### src/crc_pkg.sv
// package for the checksum engine: polynomials, mode encodings, widths
// assumes one synchronous clock domain and a plain-port data source
//
// Notes on behaviour
// - two 16-bit polynomials selectable: classic 0x8005 and ccitt 0x1021
// - 32-bit polynomial 0x04c11db7 selectable instead of the 16-bit ones
// - complement, byte reverse, bit reverse selectable for data and for checksum
// - byte, half-word, word input sizes; only bytes of the written size used
// - software loads any seed into the accumulator before computing
// - one byte finishes in 2 cycles, one word in 5 cycles (one load cycle, then one per byte)
// - result is 16 bits for 16-bit polynomials, 32 bits for the 32-bit one
// - dma delivers a block as consecutive writes, accepted without processor
package crc_pkg;
    localparam int DATA_W = 32;
    localparam int BYTE_W = 8;
    localparam int BYTES_W = 3;
    localparam logic [1:0] POLY_CRC16 = 2'h0;
    localparam logic [1:0] POLY_CCITT = 2'h1;
    localparam logic [1:0] POLY_CRC32 = 2'h2;
    localparam logic [31:0] POLY_CRC16_VAL = 32'h00008005;
    localparam logic [31:0] POLY_CCITT_VAL = 32'h00001021;
    localparam logic [31:0] POLY_CRC32_VAL = 32'h04c11db7;
    localparam logic [1:0] SIZE_BYTE = 2'h0;
    localparam logic [1:0] SIZE_HALF = 2'h1;
    localparam logic [1:0] SIZE_WORD = 2'h2;
    localparam logic [2:0] BYTES_BYTE = 3'h1;
    localparam logic [2:0] BYTES_HALF = 3'h2;
    localparam logic [2:0] BYTES_WORD = 3'h4;
    localparam logic [31:0] SEED_RESET = 32'h00000000;
    localparam logic [31:0] MASK16 = 32'h0000ffff;
    typedef enum logic [1:0] {
        ST_IDLE = 2'b00,
        ST_RUN = 2'b01
    } crc_state_t;
endpackage : crc_pkg

### src/crc_checksum_engine.sv
// checksum engine: byte-serial crc over 8/16/32-bit data writes
// assumes writes come from processor or dma as valid/ready on sys_clk
`timescale 1ns/100ps
module crc_checksum_engine (
    input wire logic sys_clk,
    input wire logic reset_n,
    input wire logic [1:0] poly_sel,
    input wire logic data_cmpl,
    input wire logic data_byte_rev,
    input wire logic data_bit_rev,
    input wire logic sum_cmpl,
    input wire logic sum_byte_rev,
    input wire logic sum_bit_rev,
    input wire logic seed_load,
    input wire logic [31:0] seed_value,
    input wire logic wr_valid,
    output logic wr_ready,
    input wire logic [1:0] wr_size,
    input wire logic [31:0] wr_data,
    output logic [31:0] checksum,
    output logic busy
);
    // ------------------------------------------------------------
    // functions
    // ------------------------------------------------------------
    // reverse bits within each byte
    function automatic logic [31:0] bit_rev8(input logic [31:0] v);
        logic [31:0] r;
        r = '0;
        for (int i = 0; i < 32; i++) begin
            r[i] = v[(i / 8) * 8 + 7 - (i % 8)];
        end
        return r;
    endfunction : bit_rev8

    // swap byte order over the given width (16 or 32 bits)
    function automatic logic [31:0] byte_swap(input logic [31:0] v, input logic wide);
        logic [31:0] r;
        r = '0;
        if (wide) begin
            r = {v[7:0], v[15:8], v[23:16], v[31:24]};
        end else begin
            r = {v[31:16], v[7:0], v[15:8]};
        end
        return r;
    endfunction : byte_swap

    // ------------------------------------------------------------
    // input buffer
    // ------------------------------------------------------------
    logic buf_valid;
    logic buf_ready;
    logic [33:0] buf_data;

    // writes queue here so a busy core stalls the source, not drops words
    crc_skid u_skid (
        .sys_clk(sys_clk),
        .reset_n(reset_n),
        .in_valid(wr_valid),
        .in_ready(wr_ready),
        .in_data({wr_size, wr_data}),
        .out_valid(buf_valid),
        .out_ready(buf_ready),
        .out_data(buf_data)
    );

    // ------------------------------------------------------------
    // core state
    // ------------------------------------------------------------
    crc_pkg::crc_state_t state_r;
    crc_pkg::crc_state_t state_nxt;
    logic [31:0] crc_r;
    logic [31:0] crc_nxt;
    logic [31:0] shift_r;
    logic [31:0] shift_nxt;
    logic [2:0] left_r;
    logic [2:0] left_nxt;
    logic [31:0] poly;
    logic is32;
    logic [31:0] din;
    logic [2:0] nbytes;
    logic [31:0] step_crc;
    logic [31:0] sum_raw;
    logic [31:0] sum_x;

    // polynomial selection
    always_comb begin
        is32 = (poly_sel == crc_pkg::POLY_CRC32);
        if (poly_sel == crc_pkg::POLY_CRC32) begin
            poly = crc_pkg::POLY_CRC32_VAL;
        end else if (poly_sel == crc_pkg::POLY_CCITT) begin
            poly = crc_pkg::POLY_CCITT_VAL;
        end else begin
            poly = crc_pkg::POLY_CRC16_VAL;
        end
    end

    // input data transforms and byte count, low bytes taken first
    always_comb begin
        din = buf_data[31:0];
        if (buf_data[33:32] == crc_pkg::SIZE_BYTE) begin
            nbytes = crc_pkg::BYTES_BYTE;
            din = {24'h000000, din[7:0]};
        end else if (buf_data[33:32] == crc_pkg::SIZE_HALF) begin
            nbytes = crc_pkg::BYTES_HALF;
            din = {16'h0000, din[15:0]};
            if (data_byte_rev) begin
                din = byte_swap(din, 1'b0);
            end
        end else begin
            nbytes = crc_pkg::BYTES_WORD;
            if (data_byte_rev) begin
                din = byte_swap(din, 1'b1);
            end
        end
        if (data_bit_rev) begin
            din = bit_rev8(din);
        end
        if (data_cmpl) begin
            din = ~din;
        end
    end

    // one byte of message folded into the remainder, msb-first per byte
    always_comb begin
        logic [31:0] c;
        logic [7:0] b;
        logic fb;
        fb = 1'b0;
        c = crc_r;
        b = shift_r[7:0];
        for (int i = 7; i >= 0; i--) begin
            fb = (is32 ? c[31] : c[15]) ^ b[i];
            c = {c[30:0], 1'b0};
            if (fb) begin
                c = c ^ poly;
            end
        end
        step_crc = is32 ? c : (c & crc_pkg::MASK16);
    end

    // sequencer: one load cycle, then one byte per cycle, so 2/3/5 cycles per size
    always_comb begin
        state_nxt = state_r;
        crc_nxt = crc_r;
        shift_nxt = shift_r;
        left_nxt = left_r;
        buf_ready = 1'b0;
        case (state_r)
            crc_pkg::ST_IDLE: begin
                if (seed_load) begin
                    crc_nxt = is32 ? seed_value : (seed_value & crc_pkg::MASK16);
                end else if (buf_valid) begin
                    buf_ready = 1'b1;
                    shift_nxt = din;
                    left_nxt = nbytes;
                    state_nxt = crc_pkg::ST_RUN;
                end
            end
            crc_pkg::ST_RUN: begin
                crc_nxt = step_crc;
                shift_nxt = {8'h00, shift_r[31:8]};
                left_nxt = left_r - 3'h1;
                if (left_r == crc_pkg::BYTES_BYTE) begin
                    state_nxt = crc_pkg::ST_IDLE;
                end
            end
            default: begin
                state_nxt = crc_pkg::ST_IDLE;
            end
        endcase
    end

    // core registers
    always_ff @(posedge sys_clk or negedge reset_n) begin
        if (!reset_n) begin
            state_r <= crc_pkg::ST_IDLE;
            crc_r <= crc_pkg::SEED_RESET;
            shift_r <= '0;
            left_r <= '0;
        end else begin
            state_r <= state_nxt;
            crc_r <= crc_nxt;
            shift_r <= shift_nxt;
            left_r <= left_nxt;
        end
    end

    // ------------------------------------------------------------
    // result transforms
    // ------------------------------------------------------------
    logic [31:0] sum_r;
    logic [31:0] sum_nxt;

    // checksum output transforms over 16 or 32 bits
    always_comb begin
        sum_raw = crc_r;
        sum_x = sum_raw;
        if (sum_byte_rev) begin
            sum_x = byte_swap(sum_x, is32);
        end
        if (sum_bit_rev) begin
            sum_x = bit_rev8(sum_x);
        end
        if (sum_cmpl) begin
            sum_x = ~sum_x;
        end
        sum_nxt = is32 ? sum_x : (sum_x & crc_pkg::MASK16);
    end

    // registered result
    always_ff @(posedge sys_clk or negedge reset_n) begin
        if (!reset_n) begin
            sum_r <= crc_pkg::SEED_RESET;
        end else begin
            sum_r <= sum_nxt;
        end
    end

    assign checksum = sum_r;
    assign busy = (state_r == crc_pkg::ST_RUN) || buf_valid;
endmodule : crc_checksum_engine

### src/crc_skid.sv
// two-entry buffer between data source and checksum core
// assumes source and sink share sys_clk
`timescale 1ns/100ps
module crc_skid (
    input wire logic sys_clk,
    input wire logic reset_n,
    input wire logic in_valid,
    output logic in_ready,
    input wire logic [33:0] in_data,
    output logic out_valid,
    input wire logic out_ready,
    output logic [33:0] out_data
);
    logic [33:0] mem_r [2];
    logic [33:0] mem_nxt [2];
    logic rd_r;
    logic rd_nxt;
    logic wr_r;
    logic wr_nxt;
    logic [1:0] cnt_r;
    logic [1:0] cnt_nxt;
    logic push;
    logic pop;

    // handshake and read data
    assign in_ready = (cnt_r != 2'h2);
    assign out_valid = (cnt_r != 2'h0);
    assign out_data = mem_r[rd_r];
    assign push = in_valid && in_ready;
    assign pop = out_valid && out_ready;

    // pointer and storage update
    always_comb begin
        mem_nxt = mem_r;
        wr_nxt = wr_r;
        rd_nxt = rd_r;
        cnt_nxt = cnt_r;
        if (push) begin
            mem_nxt[wr_r] = in_data;
            wr_nxt = ~wr_r;
        end
        if (pop) begin
            rd_nxt = ~rd_r;
        end
        if (push && !pop) begin
            cnt_nxt = cnt_r + 2'h1;
        end else if (pop && !push) begin
            cnt_nxt = cnt_r - 2'h1;
        end
    end

    // registers
    always_ff @(posedge sys_clk or negedge reset_n) begin
        if (!reset_n) begin
            mem_r[0] <= '0;
            mem_r[1] <= '0;
            rd_r <= 1'b0;
            wr_r <= 1'b0;
            cnt_r <= 2'h0;
        end else begin
            mem_r <= mem_nxt;
            rd_r <= rd_nxt;
            wr_r <= wr_nxt;
            cnt_r <= cnt_nxt;
        end
    end
endmodule : crc_skid

### config.mk
export PLATFORM = sky130hd
export DESIGN_NAME = crc_checksum_engine
export DESIGN_NICKNAME = d
export VERILOG_FILES = /design/src/crc_pkg.sv /design/src/crc_checksum_engine.sv /design/src/crc_skid.sv
export SDC_FILE = /design/constraint.sdc
export NUM_CORES = 1
export LEC_CHECK = 0
export ABC_AREA = 1
export BUFFER_PORTS_ARGS = -buffer_cell sky130_fd_sc_hd__buf_4
export CORE_ASPECT_RATIO = 1.2
export CORE_UTILIZATION = 35
export CTS_CLUSTER_DIAMETER = 30
export DETAILED_ROUTE_END_ITERATION = 8
export RECOVER_POWER = 25
export SKIP_CTS_REPAIR_TIMING = 1
export SYNTH_ARGS = -nofsm -noshare
export SYNTH_HDL_FRONTEND = slang
export SYNTH_SLANG_ARGS = --single-unit
### constraint.sdc
create_clock -name sys_clk -period 4.55 [get_ports sys_clk]
set_input_delay 0.91 -clock sys_clk [delete_from_list [all_inputs] [get_ports sys_clk]]
set_output_delay 0.91 -clock sys_clk [all_outputs]
set_load 0.02 [all_outputs]
==> impl_metrics.csv <==
group,metric,value,unit
status,status,"finished, violations left",
status,violations,"DRC, capacitance limit, slew limit",
yosys,ys_seq_elements,172,
floorplan,core,31600,um2
power_and_ir_drop,powerDensity,869,nW/um2
worst_setup_path,crit_top_cell,"nand3_2",
worst_setup_path,r2r_end,"shift_r[8]$_DFFE_PN0P_",
yosys,netlist_top_cells_area,"dfrtp_1 (38%), nand2_1 (15%), o21ai_0 (12%), xor2_1 (6.3%), inv_1 (4.9%)",
sta,fin_skew,0.0152,ns
floorplan,die_x,166,um
worst_hold_path,hold_start,"u_skid.mem_r[10]$_DFFE_PN0P_",
placed_design,placed_cell_area,13000,um2
cts,root_buffer,"clkbuf_16",
cells_and_area,synthToLayoutAreaGrowth,21.1,%
yosys,syn_nets,1672,
sta,slew_viol_final,106,
power_and_ir_drop,power_leakage,6.89,nW
yosys,ys_seq_area_share,37.9,%
worst_setup_path,path_max_fanout,6,
placed_design,place.port_buffers,111,
yosys,synth_area,11400,um2
worst_setup_path,r2r_setup_slack,0.55,ns
worst_setup_path,cp.arrival,4.54,ns
sta,hold_viol,0,
routing,wl_met2,17.7,mm
sta,min_period,4.19,ns
worst_setup_path,crit_slowest_cell,"ha_4",
worst_hold_path,min_delay_worst_endpoint,"u_skid.mem_r[10]$_DFFE_PN0P_",
routing,routed.top_layer,"met4",
cells_and_area,layout-drive-gt1-share,18.5,%
sta,min_period_over_period,92.2,%
sta,setup_ws,0.355,ns
worst_setup_path,cp-start-kind,"input port",
routing,vias,11102,
global_routing,track_usage,22.5,%
placed_design,place.gp.congestion,0.992,
worst_setup_path,r2r_start,"u_skid.rd_r$_DFFE_PN0P_",
floorplan,start_util,35.9,%
cells_and_area,fillers,3254,
cts,cts_buffer_depth,2,
routing,routed_wl,36.6,mm
placed_design,place_inst,2095,
sta,finalSetupViolations,0,
cells_and_area,post-route-util,43.5,%
yosys,syn_avg_cell_area,7.15,um2
yosys,synth_edf_count,0,
floorplan,ioPinCount,112,
worst_setup_path,crit_type,"input port to register",
global_routing,grt_max_degree,106,
global_routing,grt_pass1_vias,10464,
power_and_ir_drop,peakVddDrop,0.392,mV
global_routing,antenna_found_initial,0,
placed_design,hpwlAfterDp,26.8,mm
global_routing,grt_pass1_wl,57.8,mm
routing,drc,11,
floorplan,fp.dieH,199,um
worst_setup_path,r2r_cells,15,
sta,tightest_slew,2.72,ns
routing,drtAntennaViolNets,0,
sta,clock.fmax,238,MHz
cells_and_area,final-instance-count-excl-fill,2134,
cts,clk_latency,0.45,ns
yosys,ys_top_cells_by_count,"nand2_1 (442), o21ai_0 (266), dfrtp_1 (172)",
cts,path_clk_slew,0.07,ns
worst_setup_path,cp-end-kind,"register",
routing,dr.pass1.iters,7,
yosys,yosysWarnings,0,
yosys,synth_cells,1589,
cells_and_area,design_area,13800,um2
cells_and_area,n_antenna_cell,0,
routing,vias_per_cell,5.20,
routing,wl_met1,15.1,mm
global_routing,overflow,0,
routing,wl_met3,1.86,mm
worst_hold_path,whs_path_depth,2,
routing,wl_per_cell,17.1,um
worst_setup_path,worstPathRequired,4.89,ns
yosys,yosysUniqueCellTypes,40,
sta,slew-limit-headroom,-81.5,%
cts,cts_sinks,172,
run,maxCapViolCount,1,
cts,tritoncts,"yes",
power_and_ir_drop,total_power,12.0,mW
cells_and_area,nNetsFinal,1803,
cts,cts_inserted_buffers,17,
worst_setup_path,slowest_delay,0.17,ns
floorplan,rows,71,
routing,drtIter0Drc,1073,
yosys,yosys.area.top_type,"dfrtp_1",
yosys,synth_top_area_share,37.9,%
yosys,synth_ff_type,"dfrtp_1",
placed_design,place_ws,-0.230,ns
worst_hold_path,hold_class,"register to register",
yosys,synth.most_common_cell,"nand2_1",
yosys,synthArstFlopShare,100,%
cts,cts_htree_levels,4,
floorplan,dieArea,33200,um2
==> metal layers <==
layer	GRT usage (%)	up-vias
met3	3.55	88
met5	0	-
met4	12.1	0
met2	39.0	356
met1	26.8	5220
li1	-	5438
==> area by class of cell <==
type                       instances  area, um2  share of cell area, %
timing repair buffer             205       1560                   11.3
sequential                       172       4310                   31.3
inverter                         159        597                   4.34
multi-input combinational       1165       6190                   45.0
clock buffer                      17        425                   3.09
tap                              401        502                   3.65
clock inverter                    15        189                   1.37
==> placed cells by master (no fill, tap or decap), drive strengths merged, types with 6 or more instances in the layout <==
cell    Yosys  routed
nand2     451     451
o21ai     276     276
buf        26     204
dfrtp     172     172
inv       154     162
nor2       84      84
xor2       83      83
nand3      82      82
a21oi      48      48
o211ai     25      25
mux2i      21      21
o22ai      18      18
or2        18      18
clkbuf     67      18
o221ai     17      17
xnor2      10      10
clkinv      5      10
o21a        8       8
a31oi       6       6
==> worst max-delay path: cells and delay by family <==
family | cells | cell delay (ns)
buffers and inverters | 4 | 0.48
AND/OR/NAND/NOR | 35 | 2.98
adder cells (fa/ha/maj) | 1 | 0.17
==> per-stage QoR <==
stage	hold slack (ns)	setup TNS (ns)
floorplan	0.446	0
global route	0.493	-0.00930
CTS	0.483	0
finish	0.484	0
detailed placement	0.465	-3.16
global placement	0.460	-0.276
==> kinds of logic after synthesis <==
group | after synthesis | synth area share (%)
and+or+nand+nor | 643 | 24.1
AOI/OAI and AO/OA | 402 | 19.5
buffers and inverters | 252 | 8.75
DFF | 172 | 37.9
xor gates and xnor gates | 93 | 7.24
muxes | 22 | 1.95
adders and majority gates | 5 | 0.551
==> report_power, final <==
group          switching (mW)  internal, mW
Clock                   0.753         0.795
Combinational            4.65          3.05
Sequential              0.521          2.20
==> state kept, by name, indices dropped and copies added, names as in the netlist <==
register,cells
checksum,32
crc_r,32
left_r,3
shift_r,32
state_r,1
u_skid.cnt_r,2
u_skid.mem_r,68
u_skid.rd_r,1
u_skid.wr_r,1
==> how the worst max path moves through the flow <==
stage	start	end	slack, ns	cells past startpoint
2_1_floorplan	poly_sel[0]	crc_r[12]$_DFFE_PN0P_	0.37	37
3_3_place_gp	poly_sel[0]	crc_r[10]$_DFFE_PN0P_	-0.05	37
3_5_place_dp	poly_sel[0]	crc_r[12]$_DFFE_PN0P_	-0.23	38
4_1_cts	poly_sel[0]	crc_r[12]$_DFFE_PN0P_	0.23	38
5_1_grt	poly_sel[0]	crc_r[11]$_DFFE_PN0P_	-0.005	40
6_report	poly_sel[0]	crc_r[11]$_DFFE_PN0P_	0.36	40
(Power assumes the default switching activity.)
